## config.mk

```make
export PLATFORM = sky130hd
export DESIGN_NAME = tx_lead_timer
export DESIGN_NICKNAME = d
export VERILOG_FILES = /design/src/hdl/tx_lead_timer.v /design/src/hdl/lead_compare.v
export VERILOG_INCLUDE_DIRS = /design/src /design/src/include
export SDC_FILE = /design/constraint.sdc
export NUM_CORES = 1
export LEC_CHECK = 0
export BUFFER_PORTS_ARGS = -buffer_cell sky130_fd_sc_hd__buf_2
export CORE_MARGIN = 2
export CORE_UTILIZATION = 55
export CTS_CLUSTER_DIAMETER = 200
export DETAILED_ROUTE_END_ITERATION = 16
export GPL_TIMING_DRIVEN = 0
export PLACE_DENSITY_LB_ADDON = 0.15
export SLEW_MARGIN = 20
export SYNTH_ARGS = -nofsm -noshare
export SYNTH_HDL_FRONTEND = slang
export SYNTH_SLANG_ARGS = --single-unit
```

## constraint.sdc

```tcl
create_clock -name clk -period 6.7 [get_ports clk]
set_input_delay 0.67 -clock clk [delete_from_list [all_inputs] [get_ports clk]]
set_output_delay 0.67 -clock clk [all_outputs]
set_load 0.005 [all_outputs]
```

## src/include/tx_lead_defines.vh

```
// Register indices, field positions, reset values and timing for the transmit lead timer
`ifndef TX_LEAD_DEFINES_VH
`define TX_LEAD_DEFINES_VH

// Register indices; byte address is four times the index
`define IDX_SYMBOL_TICK_LOW 6'h14
`define IDX_SYMBOL_TICK_HIGH 6'h15
`define IDX_AMP_TICK_LOW 6'h16
`define IDX_AMP_SYMBOLS 6'h17
`define IDX_TX_SYMBOLS 6'h18
`define IDX_LEAD_STATUS 6'h19

// Reset values of the register bytes
`define RST_SYMBOL_TICK_LOW 8'h40
`define RST_SYMBOL_TICK_HIGH 8'h51
`define RST_AMP_TICK_LOW 8'h29
`define RST_AMP_SYMBOLS 8'h02
`define RST_TX_SYMBOLS 8'h88

// Field reset values
`define RST_SYMBOL_TICKS 9'h140
`define RST_TX_LEAD_TICKS 9'h028
`define RST_AMP_LEAD_TICKS 9'h029
`define RST_AMP_LEAD_SYMBOLS 4'h1
`define RST_TX_LEAD_SYMBOLS 4'h2
`define RST_BUFFER_PATH_ENABLE 1'b1

// Field positions
`define SYMBOL_TICK_MSB_BIT 0
`define TX_LEAD_LOW_LSB 1
`define TX_LEAD_LOW_MSB 7
`define AMP_TICK_MSB_BIT 0
`define AMP_SYMBOLS_LSB 1
`define AMP_SYMBOLS_MSB 4
`define TX_TICK_HIGH_LSB 0
`define TX_TICK_HIGH_MSB 1
`define TX_SYMBOLS_LSB 2
`define TX_SYMBOLS_MSB 5
`define BUFFER_PATH_BIT 7

// Status bits
`define STATUS_BUSY_BIT 0
`define STATUS_TX_EN_BIT 1
`define STATUS_AMP_EN_BIT 2
`define STATUS_TRANSMIT_BIT 3

// Timing
`define CLK_PERIOD_NS 20
`define TICK_NS 50
`define PHASE_UNIT_NS 10

`endif

```

## src/hdl/tx_lead_timer.v

```verilog
// Transmit lead timer: APB registers, 50 ns tick, transmitter and amplifier enables
//
// Behaviour
// - Timing runs in 50 ns ticks, the 20 MHz system tick, made here from the 50 MHz clock.
// - The symbol period tick count is 9 bits, low byte in its own register, bit 8 at bit 0 of the high register.
// - One symbol lasts the programmed tick count, 0x140 ticks (16 us) after reset.
// - The transmitter lead tick count is 9 bits, bits 6:0 at high register bits 7:1, bits 8:7 at third register bits 1:0.
// - Transmitter enable rises ahead of packet start by its tick lead, default 0x028 ticks.
// - The amplifier lead tick count is 9 bits, low byte in the first register, bit 8 at bit 0 of the second.
// - Amplifier enable rises ahead of packet start by its tick lead, default 0x029 ticks.
// - The amplifier symbol lead at bits 4:1 of the second register counts whole symbol periods.
// - The transmitter symbol lead counts symbol periods, minimum 0x1 (a zero lead is accepted here, not guarded), default 0x2, 0x6 advised.
`timescale 1ns/10ps
`include "tx_lead_defines.vh"
module tx_lead_timer #(
    parameter ADDR_W = 8,
    parameter TICK_W = 9,
    parameter SYM_W = 4,
    parameter CNT_W = 14
) (
    input wire clk,
    input wire nrst,
    input wire psel,
    input wire penable,
    input wire pwrite,
    input wire [ADDR_W-1:0] paddr,
    input wire [31:0] pwdata,
    output reg [31:0] prdata,
    output reg pready,
    output reg pslverr,
    input wire tx_request,
    input wire tx_done,
    output wire tx_enable,
    output wire amp_enable,
    output reg packet_start,
    output reg lead_busy
);
    localparam [1:0] ST_IDLE = 2'd0;
    localparam [1:0] ST_LEAD = 2'd1;
    localparam [1:0] ST_TRANSMIT = 2'd2;

    // Tick accumulator steps, in 10 ns units
    localparam integer STEP_I = `CLK_PERIOD_NS / `PHASE_UNIT_NS;
    localparam integer MOD_I = `TICK_NS / `PHASE_UNIT_NS;
    localparam [3:0] PHASE_STEP = STEP_I[3:0];
    localparam [3:0] PHASE_MOD = MOD_I[3:0];

    // Configuration fields
    reg [TICK_W-1:0] symbol_tick_count;
    reg [TICK_W-1:0] tx_lead_ticks;
    reg [SYM_W-1:0] tx_lead_symbols;
    reg [TICK_W-1:0] amp_lead_ticks;
    reg [SYM_W-1:0] amp_lead_symbols;
    reg buffer_path_enable;

    // Sequencer
    reg [1:0] state;
    reg [1:0] next_state;
    reg [CNT_W-1:0] remaining;
    reg [CNT_W-1:0] next_remaining;
    reg next_packet_start;
    reg [3:0] phase;
    reg [3:0] next_phase;
    reg tick;
    reg next_tick;

    // Both lead totals share one down counter
    wire [CNT_W-1:0] tx_lead_total;
    wire [CNT_W-1:0] amp_lead_total;
    wire [CNT_W-1:0] max_lead;
    wire active;

    // Bus decode
    // Only aligned words in the mapped range answer without error
    wire setup;
    wire wr;
    wire [5:0] idx;
    wire aligned;
    reg mapped;
    reg [7:0] read_byte;

    // Setup cycle and completing write
    assign setup = psel & ~penable;
    assign wr = psel & penable & pready & pwrite;
    assign idx = paddr[7:2];
    assign aligned = (paddr[1:0] == 2'b00);
    assign active = (state != ST_IDLE);
    // Longer lead loads the counter so both enables compare against it
    assign max_lead = (tx_lead_total > amp_lead_total) ? tx_lead_total : amp_lead_total;

    // Fractional tick: 2.5 clocks of 20 ns per 50 ns tick on average
    always @* begin
        // Ticks land two or three clocks apart; enables jitter by one clock
        next_phase = phase + PHASE_STEP;
        next_tick = 1'b0;
        if (next_phase >= PHASE_MOD) begin
            next_phase = next_phase - PHASE_MOD;
            next_tick = 1'b1;
        end
    end

    always @(posedge clk or negedge nrst) begin
        if (!nrst) begin
            phase <= 4'h0;
            tick <= 1'b0;
        end else begin
            // Registered tick keeps the counter off the adder path
            phase <= next_phase;
            tick <= next_tick;
        end
    end

    // Read mux; reserved bits read zero
    always @* begin
        mapped = 1'b1;
        read_byte = 8'h00;
        case (idx)
            `IDX_SYMBOL_TICK_LOW: begin
                read_byte = symbol_tick_count[7:0];
            end
            `IDX_SYMBOL_TICK_HIGH: begin
                read_byte = {tx_lead_ticks[6:0], symbol_tick_count[8]};
            end
            `IDX_AMP_TICK_LOW: begin
                read_byte = amp_lead_ticks[7:0];
            end
            `IDX_AMP_SYMBOLS: begin
                read_byte = {3'b000, amp_lead_symbols, amp_lead_ticks[8]};
            end
            `IDX_TX_SYMBOLS: begin
                read_byte = {buffer_path_enable, 1'b0, tx_lead_symbols, tx_lead_ticks[8:7]};
            end
            `IDX_LEAD_STATUS: begin
                // Read-only view of the sequencer
                read_byte = 8'h00;
                read_byte[`STATUS_BUSY_BIT] = lead_busy;
                read_byte[`STATUS_TX_EN_BIT] = tx_enable;
                read_byte[`STATUS_AMP_EN_BIT] = amp_enable;
                read_byte[`STATUS_TRANSMIT_BIT] = (state == ST_TRANSMIT);
            end
            default: begin
                mapped = 1'b0;
            end
        endcase
        if (!aligned) begin
            mapped = 1'b0;
        end
    end

    // Zero-wait slave: answer registered in setup, valid through the access cycle
    // Status is captured at setup, one cycle old at the access edge
    always @(posedge clk or negedge nrst) begin
        if (!nrst) begin
            pready <= 1'b0;
            pslverr <= 1'b0;
            prdata <= 32'h0000_0000;
        end else begin
            pready <= setup;
            if (setup) begin
                pslverr <= ~mapped;
                prdata <= (mapped && !pwrite) ? {24'h00_0000, read_byte} : 32'h0000_0000;
            end else begin
                pslverr <= 1'b0;
                prdata <= 32'h0000_0000;
            end
        end
    end

    // Register writes at the completing access edge
    always @(posedge clk or negedge nrst) begin
        if (!nrst) begin
            // Power-on defaults
            symbol_tick_count <= `RST_SYMBOL_TICKS;
            tx_lead_ticks <= `RST_TX_LEAD_TICKS;
            tx_lead_symbols <= `RST_TX_LEAD_SYMBOLS;
            amp_lead_ticks <= `RST_AMP_LEAD_TICKS;
            amp_lead_symbols <= `RST_AMP_LEAD_SYMBOLS;
            buffer_path_enable <= `RST_BUFFER_PATH_ENABLE;
        end else if (wr && aligned) begin
            case (idx)
                `IDX_SYMBOL_TICK_LOW: begin
                    symbol_tick_count[7:0] <= pwdata[7:0];
                end
                `IDX_SYMBOL_TICK_HIGH: begin
                    symbol_tick_count[8] <= pwdata[`SYMBOL_TICK_MSB_BIT];
                    tx_lead_ticks[6:0] <= pwdata[`TX_LEAD_LOW_MSB:`TX_LEAD_LOW_LSB];
                end
                `IDX_AMP_TICK_LOW: begin
                    amp_lead_ticks[7:0] <= pwdata[7:0];
                end
                `IDX_AMP_SYMBOLS: begin
                    // Bits 7:5 are not stored, so a stray one is harmless
                    amp_lead_ticks[8] <= pwdata[`AMP_TICK_MSB_BIT];
                    amp_lead_symbols <= pwdata[`AMP_SYMBOLS_MSB:`AMP_SYMBOLS_LSB];
                end
                `IDX_TX_SYMBOLS: begin
                    tx_lead_ticks[8:7] <= pwdata[`TX_TICK_HIGH_MSB:`TX_TICK_HIGH_LSB];
                    tx_lead_symbols <= pwdata[`TX_SYMBOLS_MSB:`TX_SYMBOLS_LSB];
                    buffer_path_enable <= pwdata[`BUFFER_PATH_BIT];
                end
                default: begin
                    // Status and unmapped words: write dropped
                    symbol_tick_count <= symbol_tick_count;
                end
            endcase
        end
    end

    // Lead sequencer: count down the longer lead in ticks to the packet start
    always @* begin
        next_state = state;
        next_remaining = remaining;
        next_packet_start = 1'b0;
        case (state)
            ST_IDLE: begin
                // Requests while the buffer path is off are dropped
                // Lead config is live; change it only while idle
                if (tx_request && buffer_path_enable) begin
                    next_remaining = max_lead;
                    next_state = ST_LEAD;
                end
            end
            ST_LEAD: begin
                if (remaining == {CNT_W{1'b0}}) begin
                    // A zero lead still gives a one-cycle start pulse
                    next_packet_start = 1'b1;
                    next_state = ST_TRANSMIT;
                end else if (tick) begin
                    // One count per 50 ns tick
                    next_remaining = remaining - {{(CNT_W-1){1'b0}}, 1'b1};
                    if (remaining == {{(CNT_W-1){1'b0}}, 1'b1}) begin
                        next_packet_start = 1'b1;
                        next_state = ST_TRANSMIT;
                    end
                end
            end
            ST_TRANSMIT: begin
                // Enables hold until the far side reports completion
                if (tx_done) begin
                    next_state = ST_IDLE;
                end
            end
            default: begin
                next_state = ST_IDLE;
                next_remaining = {CNT_W{1'b0}};
            end
        endcase
    end

    always @(posedge clk or negedge nrst) begin
        if (!nrst) begin
            state <= ST_IDLE;
            remaining <= {CNT_W{1'b0}};
            packet_start <= 1'b0;
            lead_busy <= 1'b0;
        end else begin
            state <= next_state;
            remaining <= next_remaining;
            packet_start <= next_packet_start;
            // Busy from the next state, so it rises the cycle after the request
            lead_busy <= (next_state != ST_IDLE);
        end
    end

    // Transmitter enable: symbol lead plus 9-bit tick lead
    lead_compare #(
        .TICK_W(TICK_W),
        .SYM_W(SYM_W),
        .CNT_W(CNT_W)
    ) u_tx_lead (
        .clk(clk),
        .nrst(nrst),
        .active(active),
        .symbol_ticks(symbol_tick_count),
        .lead_symbols(tx_lead_symbols),
        .lead_ticks(tx_lead_ticks),
        .remaining(remaining),
        .lead_total(tx_lead_total),
        .enable(tx_enable)
    );

    // Amplifier enable; a zero symbol lead is not guarded, software keeps it at one or more
    lead_compare #(
        .TICK_W(TICK_W),
        .SYM_W(SYM_W),
        .CNT_W(CNT_W)
    ) u_amp_lead (
        .clk(clk),
        .nrst(nrst),
        .active(active),
        .symbol_ticks(symbol_tick_count),
        .lead_symbols(amp_lead_symbols),
        .lead_ticks(amp_lead_ticks),
        .remaining(remaining),
        .lead_total(amp_lead_total),
        .enable(amp_enable)
    );
endmodule

```

## src/hdl/lead_compare.v

```verilog
// One enable whose lead before packet start is symbols times symbol period plus ticks
`timescale 1ns/10ps
module lead_compare #(
    parameter TICK_W = 9,
    parameter SYM_W = 4,
    parameter CNT_W = 14
) (
    input wire clk,
    input wire nrst,
    input wire active,
    input wire [TICK_W-1:0] symbol_ticks,
    input wire [SYM_W-1:0] lead_symbols,
    input wire [TICK_W-1:0] lead_ticks,
    input wire [CNT_W-1:0] remaining,
    output wire [CNT_W-1:0] lead_total,
    output reg enable
);
    wire [CNT_W-1:0] symbol_part;

    // Whole symbols of the programmed period, then the extra ticks
    assign symbol_part = {{(CNT_W-TICK_W){1'b0}}, symbol_ticks} * {{(CNT_W-SYM_W){1'b0}}, lead_symbols};
    assign lead_total = symbol_part + {{(CNT_W-TICK_W){1'b0}}, lead_ticks};

    // Rises once the lead remains, then holds until the sequence ends
    always @(posedge clk or negedge nrst) begin
        if (!nrst) begin
            enable <= 1'b0;
        end else begin
            enable <= active & (enable | (remaining <= lead_total));
        end
    end
endmodule

```

==> metrics.md, run 1 <==
| Metric | Value |
|---|---|
| Status | `finished, final reports clean` |
| WL/cell | `17.1 um` |
| Placed insts | `around 1.1k` |
| Reg area | `about 1800 sq um` |
| Final setup margin | `roughly 420 ps` |
| Max Buffers Root-to-Sink | `2` |
| H-tree depth | `3` |
| DP Area | `a little over 8000 sq um` |
| Clk sinks | `71` |
| Worst skew pair latency | `350 ps` |
| Synth Area in XOR/XNOR | `0.0237` |
| Fin crit share | `0.937` |
| Synth Register Bits | `71` |
| FF-to-FF path depth | `22` |
| Post-CTS setup buffer count | `0` |
| Final Max Tran Viols | `0` |
| Final Instance Area | `between 8000 and 9000 sq um` |
| Number of global-route vias before repair | `around 5.5k` |
| HPWL Detailed | `~15 mm` |
| Reg2reg setup slack | `roughly 420 ps` |
| Core Area | `roughly 14,000 sq um` |
| Antenna viol nets, final | `0` |
| Most frequent cells in the layout | `113 x inv_1, 90 x ha_1, 62 x nand2_1` |
| Hold slack | `around 210 ps` |
| Largest family of logic cells by synthesized area | `adder cells` |
| CTS clk-pin slew, worst paths | `around 70 ps` |
| Cell Area, Synth | `7740 sq um` |
| Synthesis-to-layout area growth | `10.7%` |
| Post-Synth Adder-Cell Area | `0.262` |
| ANT cells | `0` |
| Die H | `~120 um` |
| Max Cap Violations | `0` |
| CP Data Arrival Time | `~6600 ps` |
| Clock skew | `about 10 ps` |
| Worst vdd ir | `between 0.1 and 0.15 mV` |
| DRT Pass-1 Iters | `6` |
| Via Count | `between 6k and 7k` |
| Gates resized, CTS repair | `0` |
| Post-synth EDFFs | `0` |
| Syn. warnings | `0` |
| CP Launch Type | `flop` |
| Final setup TNS | `0 ps` |
| Crit Path Max Fanout | `10` |
| Filler cells | `1,195` |
| Reg2reg end | `remaining[6]` |
| Routed WL | `around 19 mm` |
| Minimum clock period | `around 6300 ps` |
| Congestion Overflow GR | `0` |
| Post-layout util | `0.620` |
| 1st-iter DRT viols | `between 500 and 600` |
| Largest net degree at the start of global routing | `~50` |
| LEAKAGE | `~4.3 nW` |
| Die area | `between 15,000 and 20,000 sq um` |
| Multi-input logic area | `~5300 sq um` |
| Tot GR Track Use | `0.262` |
| Layout cells sized above 1 | `0.153` |
| Final Hold Vio Count | `0` |
| Final Net Count | `between 1k and 1.5k` |
| Fmax | `around 160 MHz` |
| Root Driver | `clkbuf_16` |
| Vias per Instance | `5.65` |
| Die W | `about 120 um` |
| CP Class | `reg -> reg` |
| Worst Tran Pin Value | `around 720 ps` |
| Ys async rst share | `1.00` |
| Syn Inst Count | `just under 900` |
| Drc violations | `0` |
| Hold crit path type | `in -> async` |
| Reg2Reg Launch Point | `amp_lead_symbols[3]` |
| CP required | `around 7000 ps` |
| Final non-filler cell total | `between 1k and 1.5k` |
| Top Ports | `85` |
| Place WS | `473 ps` |
| Initial Util | `0.560` |
| Syn_area_per_cell | `about 9.0 sq um` |
| Clock buffer count from CTS | `9` |
| Cell Pwr Density | `136 nW/um^2` |
| Sequential share of the synthesized area | `0.231` |
| GPL Wtd Cong | `approximately 0.90` |
| RSZ-0062 raised after global routing | `false` |
| Crit end category | `flop` |
| CTS tree | `built` |
| Initial antenna violation count | `0` |
| Port Buffer Count | `35` |
| # hold bufs at CTS | `0` |
| First-pass GRT wire length | `29.9 mm` |
| Final setup viols | `0` |
| Complex-gate fraction of the synthesized area | `0.148` |
| # rows | `43` |
| Area fraction in and, or, nand and nor cells after synthesis | `0.169` |
| Overall Power | `about 1.2 mW` |
| Post-synthesis mux area share | `0.0717` |
| Yosys cell types | `slightly above 70` |
| Most common cell after layout, fill and taps aside | `inv_1` |
| Slew HR | `0.515` |
| Ys flop type | `dfrtp_1` |
## sequential cells by signal, summed over array words and instances (netlist names)
register,count
prdata,8
phase,4
u_amp_lead.enable,1
remaining,14
amp_lead_symbols,4
pslverr,1
amp_lead_ticks,9
tx_lead_ticks,9
packet_start,1
symbol_tick_count,9
tick,1
u_tx_lead.enable,1
tx_lead_symbols,4
pready,1
buffer_path_enable,1
lead_busy,1
state,2
## logic make-up (layout without fill, tap and decap cells)
group                    count (synthesis)  in the layout
multiplexers                            45             45
AND/OR/NAND/NOR                        250            250
AO/OA/AOI/OAI                          174            174
buffers and inverters                  167            219
flip-flops                              71             71
other                                    1             24
adder cells (fa/ha/maj)                136            136
XOR/XNOR                                21             21
## critical path: stages, from the launching register on
cell and delay (ps):
dfrtp_1 340, clkbuf_1 350, nand2_1 140, fa_1 520
fa_1 510, fa_1 510, inv_1 40, ha_1 330
nor2b_1 160, o31a_1 270, o21ai_0 160, nand2b_1 110
a21o_1 180, a21oi_1 160, xor2_1 370, ha_1 210
nand4_1 120, or3_4 370, a211o_1 340, a31oi_4 310
buf_6 200, mux2_1 350, o21ai_1 120
## Yosys cell counts, drive strengths merged (3+ instances only)
cell / n / area (sq um)
nand2: 62 / 233
inv: 115 / 432
a22oi: 10 / 75.1
or3: 9 / 61.3
nand4: 9 / 56.3
a211oi: 4 / 40.0
dfstp: 10 / 263
ha: 90 / 1130
o221ai: 3 / 26.3
nor2: 46 / 175
and2: 55 / 344
a32oi: 3 / 26.3
clkbuf: 25 / 93.8
nand3: 10 / 55.1
mux2i: 6 / 60.1
o21ai: 51 / 255
buf: 27 / 203
nor4: 6 / 37.5
nor2b: 9 / 56.3
nand2b: 6 / 37.5
o31ai: 3 / 36.3
xnor2: 12 / 105
a31oi: 12 / 90.1
and3: 5 / 31.3
o21bai: 3 / 22.5
xor2: 9 / 78.8
o31a: 3 / 26.3
mux2: 34 / 383
dfrtp: 61 / 1530
fa: 44 / 881
nand3b: 3 / 22.5
a21oi: 48 / 240
nor3: 16 / 91.3
or2: 5 / 31.3
a21o: 18 / 135
mux4: 5 / 113
## per-layer routing
metal  vias to the layer above  part of all wire  GRT usage
met2                       185              0.45      0.390
met5                         -                 0          0
met3                        11             0.058     0.0390
met1                      3088              0.48      0.401
met4                         0            0.0092     0.0582
li1                       3049                 -          -
## worst max path at each step
stage                                    from       endpoint  slack (ps)
after floorplan           amp_lead_symbols[3]  remaining[12]        1170
after global placement    amp_lead_symbols[2]   remaining[6]         470
after detailed placement  amp_lead_symbols[3]   remaining[6]         470
after CTS                 amp_lead_symbols[1]   remaining[6]         420
after global routing      amp_lead_symbols[1]  remaining[11]          50
final                     amp_lead_symbols[3]   remaining[6]         420
## power by group
group | switching [mW] | leakage, nW | internal, mW | total (mW)
Sequential | 0.0366 | 0.881 | 0.447 | 0.483
Combinational | 0.0909 | 3.32 | 0.0755 | 0.166
Clock | 0.216 | 0.145 | 0.300 | 0.516
Total | 0.343 | 4.34 | 0.823 | 1.17
## cell type report
type / count / area share
Inverter: 115 / 0.0504
Clock buffer: 10 / 0.0279
Clock inverter: 6 / 0.00788
Buffer: 52 / 0.0346
Sequential cell: 71 / 0.209
Multi-Input combinational cell: 650 / 0.620
Tap cell: 180 / 0.0263
Timing Repair Buffer: 36 / 0.0239
Power figures use the tool's default switching activity.
==> run 2, diff against run 1 <==
--- a/config.mk
+++ b/config.mk
@@ -12,6 +12,7 @@
 export CTS_CLUSTER_DIAMETER = 200
 export DETAILED_ROUTE_END_ITERATION = 16
 export GPL_TIMING_DRIVEN = 0
+export MAX_ROUTING_LAYER = met4
 export PLACE_DENSITY_LB_ADDON = 0.15
 export SLEW_MARGIN = 20
 export SYNTH_ARGS = -nofsm -noshare
==> metrics.md, run 2 (synthesis gave the netlist of run 1 again) <==
| Metric | Value |
|---|---|
| Slowest stage delay, CP | `510 ps` |
| CTS tree | `built` |
| Filler cells | `1,195` |
| Post-CTS setup buffer count | `0` |
| Number of global-route vias before repair | `approximately 5.5k` |
| Vias per Instance | `around 5.7` |
| Worst vdd ir | `around 0.1 mV` |
| CP required | `6970 ps` |
| Top reg by flops | `remaining` |
| Hold crit path type | `in -> async` |
| First-pass GRT wire length | `29.9 mm` |
| # hold bufs at CTS | `0` |
| Status | `finished, final reports clean` |
| DRT Pass-1 Iters | `5` |
| GPL Wtd Cong | `0.916` |
| CTS clk-pin slew, worst paths | `about 70 ps` |
| Final setup TNS | `0 ps` |
| Most frequent cells in the layout | `113 x inv_1, 90 x ha_1, 62 x nand2_1` |
| Port Buffer Count | `35` |
| Slew HR | `0.512` |
| Final Hold Vio Count | `0` |
| Largest net degree at the start of global routing | `51` |
| Crit-path leading delay family | `adder cells` |
| Final setup viols | `0` |
| Layout cells sized above 1 | `0.153` |
| ANT cells | `0` |
| CP Launch Type | `flop` |
| Core Area | `13,800 sq um` |
| # rows | `43` |
| Antenna viol nets, final | `0` |
| Die area | `between 15,000 and 20,000 sq um` |
| CP Class | `reg -> reg` |
| Initial antenna violation count | `0` |
| LEAKAGE | `about 4.3 nW` |
| Cell Pwr Density | `roughly 140 nW/um^2` |
| RSZ-0062 raised after global routing | `false` |
| Clock buffer count from CTS | `9` |
| Crit path cell chain | `clkbuf_1 > nand2_1 > fa_1 > fa_1 > fa_1 > inv_1 > ha_1 > nor2b_1 > o31a_1 > o21ai_0 > nand2b_1 > a21o_1 > a21oi_1 > xor2_1 > ha_1 > nand4_1 > or3_4 > a211o_1 > a31oi_4 > buf_6 > mux2_1 > o21ai_1` |
| Top Ports | `85` |
| Die H | `~120 um` |
| Max Cap Violations | `0` |
| Final Net Count | `roughly 1.1k` |
| 1st-iter DRT viols | `approximately 550` |
| WL/cell | `approximately 17 um` |
| Worst Tran Pin Value | `roughly 730 ps` |
| Gates resized, CTS repair | `0` |
| Worst path bufs/invs | `3` |
| Max Buffers Root-to-Sink | `2` |
| Final non-filler cell total | `1,120` |
| Via Count | `6,350` |
| Final Max Tran Viols | `0` |
| Crit Path Max Fanout | `10` |
| Reg2reg setup slack | `440 ps` |
| Clock skew | `9.69 ps` |
| Fin crit share | `0.934` |
| HPWL Detailed | `around 15 mm` |
| Clk sinks | `71` |
| Critical Path Slowest Stage Cell | `fa_1` |
| Root Driver | `clkbuf_16` |
| Drc violations | `0` |
| Most common cell after layout, fill and taps aside | `inv_1` |
| Crit end category | `flop` |
| Congestion Overflow GR | `0` |
| Max reg flops | `14` |
| Fmax | `160 MHz` |
| Routed WL | `19.0 mm` |
| H-tree depth | `3` |
| Minimum clock period | `6260 ps` |
| Initial Util | `0.560` |
| CP Data Arrival Time | `6520 ps` |
| Worst skew pair latency | `approximately 350 ps` |
| Placed insts | `between 1k and 1.5k` |
| Tot GR Track Use | `0.269` |
| Synthesis-to-layout area growth | `10.7%` |
| Crit path top cell by count | `fa_1` |
| Die W | `123 um` |
## run 2: where the power goes
part	switching [mW]	total, mW	leakage (nW)	internal, mW
Sequential	0.0364	0.483	0.881	0.447
Combinational	0.0914	0.167	3.32	0.0756
Clock	0.214	0.515	0.145	0.300
Total	0.342	1.16	4.34	0.823
## run 2: through the flow
stage / setup WS [ps] / hold WS, ps / area [sq um] / power [mW] / utilization
5_1_grt: 46.5 / 241 / 8570 / 1.21 / 0.620
2_1_floorplan: 1170 / 374 / 7830 / 0.592 / -
6_report: 442 / 220 / 8570 / 1.16 / 0.620
3_5_place_dp: 473 / 491 / 8260 / 0.651 / 0.598
4_1_cts: 417 / 224 / 8570 / 1.17 / 0.620
3_3_place_gp: 470 / 485 / 8230 / 0.648 / 0.595
## run 2: final timing paths
kind / from / end / cells past startpoint
max in group asynchronous: nrst / tx_lead_symbols[1] / 2
setup reg to reg: amp_lead_symbols[1] / remaining[6] / 22
setup / recovery: amp_lead_symbols[1] / remaining[6] / 22
hold reg to reg: tx_lead_symbols[2] / tx_lead_symbols[2] / 1
min in group clk: penable / pready / 2
hold / removal: nrst / u_amp_lead.enable / 1
## run 2: layout make-up
cell class	instances	area, sq um	share of cell area
inverter	115	432	0.0504
sequential	71	1790	0.209
timing repair buffer	36	205	0.0239
clock inverter	6	67.6	0.00788
tap	180	225	0.0263
multi-input combinational	650	5320	0.620
clock buffer	10	239	0.0279
buffer	52	297	0.0346
## run 2: per-layer routing
metal	GRT usage	vias to the layer above	wire length, um
li1	-	3051	-
met1	0.400	3084	9000
met2	0.391	203	8650
met3	0.0418	12	1220
met4	0.0517	0	162
met5	-	-	0
==> run 3, diff against run 2 <==
--- a/config.mk
+++ b/config.mk
@@ -7,8 +7,10 @@
 export NUM_CORES = 1
 export LEC_CHECK = 0
 export BUFFER_PORTS_ARGS = -buffer_cell sky130_fd_sc_hd__buf_2
-export CORE_MARGIN = 2
-export CORE_UTILIZATION = 55
+export CELL_PAD_IN_SITES_DETAIL_PLACEMENT = 1
+export CELL_PAD_IN_SITES_GLOBAL_PLACEMENT = 1
+export CORE_MARGIN = 3
+export CORE_UTILIZATION = 47
 export CTS_CLUSTER_DIAMETER = 200
 export DETAILED_ROUTE_END_ITERATION = 16
 export GPL_TIMING_DRIVEN = 0
==> metrics.md, run 3 (synthesis gave the netlist of run 1 again) <==
| Metric | Value |
|---|---|
| Worst vdd ir | `between 0.1 and 0.15 mV` |
| Drc violations | `0` |
| Sw frac | `0.295` |
| Gates resized, CTS repair | `0` |
| Critical Path Slowest Stage Cell | `fa_1` |
| Number of global-route vias before repair | `just under 7k` |
| Cell Pwr Density | `134 nW/um^2` |
| Tot GR Track Use | `0.268` |
| P_int | `0.811 mW` |
| Top Ports | `85` |
| Final Max Tran Viols | `0` |
| Crit-path leading delay family | `adder cells` |
| Multi-input logic area | `5320 sq um` |
| CP required | `around 6900 ps` |
| Die area | `roughly 18,000 sq um` |
| Max reg flops | `14` |
| Hold crit path type | `in -> async` |
| Final Net Count | `around 1.1k` |
| Crit Path Max Fanout | `10` |
| Seq pwr share | `0.421` |
| Final setup TNS | `0 ps` |
| Core Area | `16,000 sq um` |
| Largest net degree at the start of global routing | `40` |
| Hold slack | `256 ps` |
| 1st-iter DRT viols | `367` |
| Final Hold Vio Count | `0` |
| DRT Pass-1 Iters | `4` |
| Max Buffers Root-to-Sink | `2` |
| Die H | `about 130 um` |
| Vias per Instance | `roughly 5.7` |
| Share of total power in the clock network | `0.428` |
| Crit path cell chain | `clkbuf_1 > and2_1 > fa_1 > fa_1 > inv_1 > fa_1 > inv_1 > ha_1 > o21ai_0 > o21ai_0 > a21o_1 > a21o_1 > a21oi_1 > xnor2_1 > ha_1 > nand4_1 > or3_4 > a211o_1 > a31oi_4 > buf_4 > mux2i_1 > o21ai_1` |
| Clk sinks | `71` |
| Clock skew | `roughly 13 ps` |
| HPWL Detailed | `about 19 mm` |
| Max Cap Violations | `0` |
| GPL Wtd Cong | `0.907` |
| Worst skew pair latency | `about 350 ps` |
| RSZ-0062 raised after global routing | `false` |
| H-tree depth | `3` |
| Die W | `between 100 and 150 um` |
| FF-to-FF path depth | `22` |
| First-pass GRT wire length | `between 30 and 40 mm` |
| Net Sw Power | `roughly 0.34 mW` |
| Post-CTS setup buffer count | `0` |
| Filler cells | `1,967` |
| Antenna viol nets, final | `0` |
| Port Buffer Count | `35` |
| Most frequent cells in the layout | `113 x inv_1, 90 x ha_1, 62 x nand2_1` |
| Clock buffer count from CTS | `9` |
| Final setup viols | `0` |
| # hold bufs at CTS | `0` |
| LEAKAGE | `around 4.3 nW` |
| Initial antenna violation count | `0` |
| Reg area | `around 1800 sq um` |
| Fmax | `roughly 160 MHz` |
| Top reg by flops | `remaining` |
| Minimum clock period | `~6400 ps` |
| Routed WL | `~23 mm` |
| Crit path launch | `tx_lead_symbols[1]` |
| Slowest stage delay, CP | `around 550 ps` |
| CTS clk-pin slew, worst paths | `60 ps` |
| CTS tree | `built` |
| Reg2reg end | `remaining[11]` |
| Worst Tran Pin Value | `between 700 and 800 ps` |
| Via Count | `between 6k and 7k` |
| CP Launch Type | `flop` |
| Reg2Reg Launch Point | `tx_lead_symbols[1]` |
| Crit path top cell by count | `fa_1` |
| CP Class | `reg -> reg` |
| Congestion Overflow GR | `0` |
| Root Driver | `clkbuf_16` |
| Worst path bufs/invs | `4` |
| Crit end category | `flop` |
| Combinational power share | `0.151` |
| Most common cell after layout, fill and taps aside | `inv_1` |
| ANT cells | `0` |
| WL/cell | `19.8 um` |
| Fin crit share | `0.955` |
| Slew HR | `0.469` |
| Synthesis-to-layout area growth | `10.9%` |
| Status | `finished, final reports clean` |
| CP Data Arrival Time | `between 6000 and 7000 ps` |
| Reg2reg setup slack | `about 300 ps` |
| # rows | `46` |
| Initial Util | `0.484` |
| Layout cells sized above 1 | `0.152` |
run 3: final cells by class:
class,count,area share
Buffer,51,0.0341
Clock buffer,10,0.0267
Clock inverter,6,0.00714
Timing Repair Buffer,36,0.0230
Tap cell,216,0.0315
Multi-Input combinational cell,650,0.619
Inverter,115,0.0502
Sequential cell,71,0.208
run 3: per-stage QoR:
step,area (sq um),setup WS [ps],total power [mW],utilization,cells
after floorplan,7830,1170,0.592,-,888
after global placement,8280,450,0.645,0.517,1139
after detailed placement,8300,303,0.661,0.519,1140
after CTS,8590,280,1.16,0.537,1156
after global routing,8590,10.7,1.20,0.537,1155
final,8590,301,1.15,0.537,1155
run 3: worst max-delay path by stage:
stage,end,slack (ps),cells past startpoint
floorplan,remaining[12],1170,23
global placement,remaining[6],450,22
detailed placement,remaining[12],300,22
CTS,remaining[6],280,22
global route,remaining[6],10,24
finish,remaining[11],300,22
run 3: power groups by stage:
stage / clock, mW / combinational, mW / sequential, mW
2_1_floorplan: 0 / 0.115 / 0.477
3_3_place_gp: 0 / 0.157 / 0.489
3_5_place_dp: 0 / 0.171 / 0.491
4_1_cts: 0.502 / 0.172 / 0.483
5_1_grt: 0.521 / 0.195 / 0.487
6_report: 0.492 / 0.174 / 0.484
run 3: worst register-to-register path, cell delays in order, from the launching register on:
cell and delay, ps:
dfstp_2 540, clkbuf_1 350, and2_1 210, fa_1 450, fa_1 550, inv_1 60
fa_1 510, inv_1 50, ha_1 330, o21ai_0 130, o21ai_0 200, a21o_1 180
a21o_1 120, a21oi_1 70, xnor2_1 480, ha_1 250, nand4_1 130, or3_4 370
a211o_1 340, a31oi_4 320, buf_4 250, mux2i_1 280, o21ai_1 90
run 3: metal layers:
| metal | up-vias | track usage | wire, um |
|---|---|---|---|
| met5 | - | - | 0 |
| met4 | 0 | 0.0667 | 353 |
| met3 | 30 | 0.0409 | 881 |
| met2 | 134 | 0.432 | 11200 |
| met1 | 3332 | 0.356 | 10400 |
| li1 | 3035 | - | - |
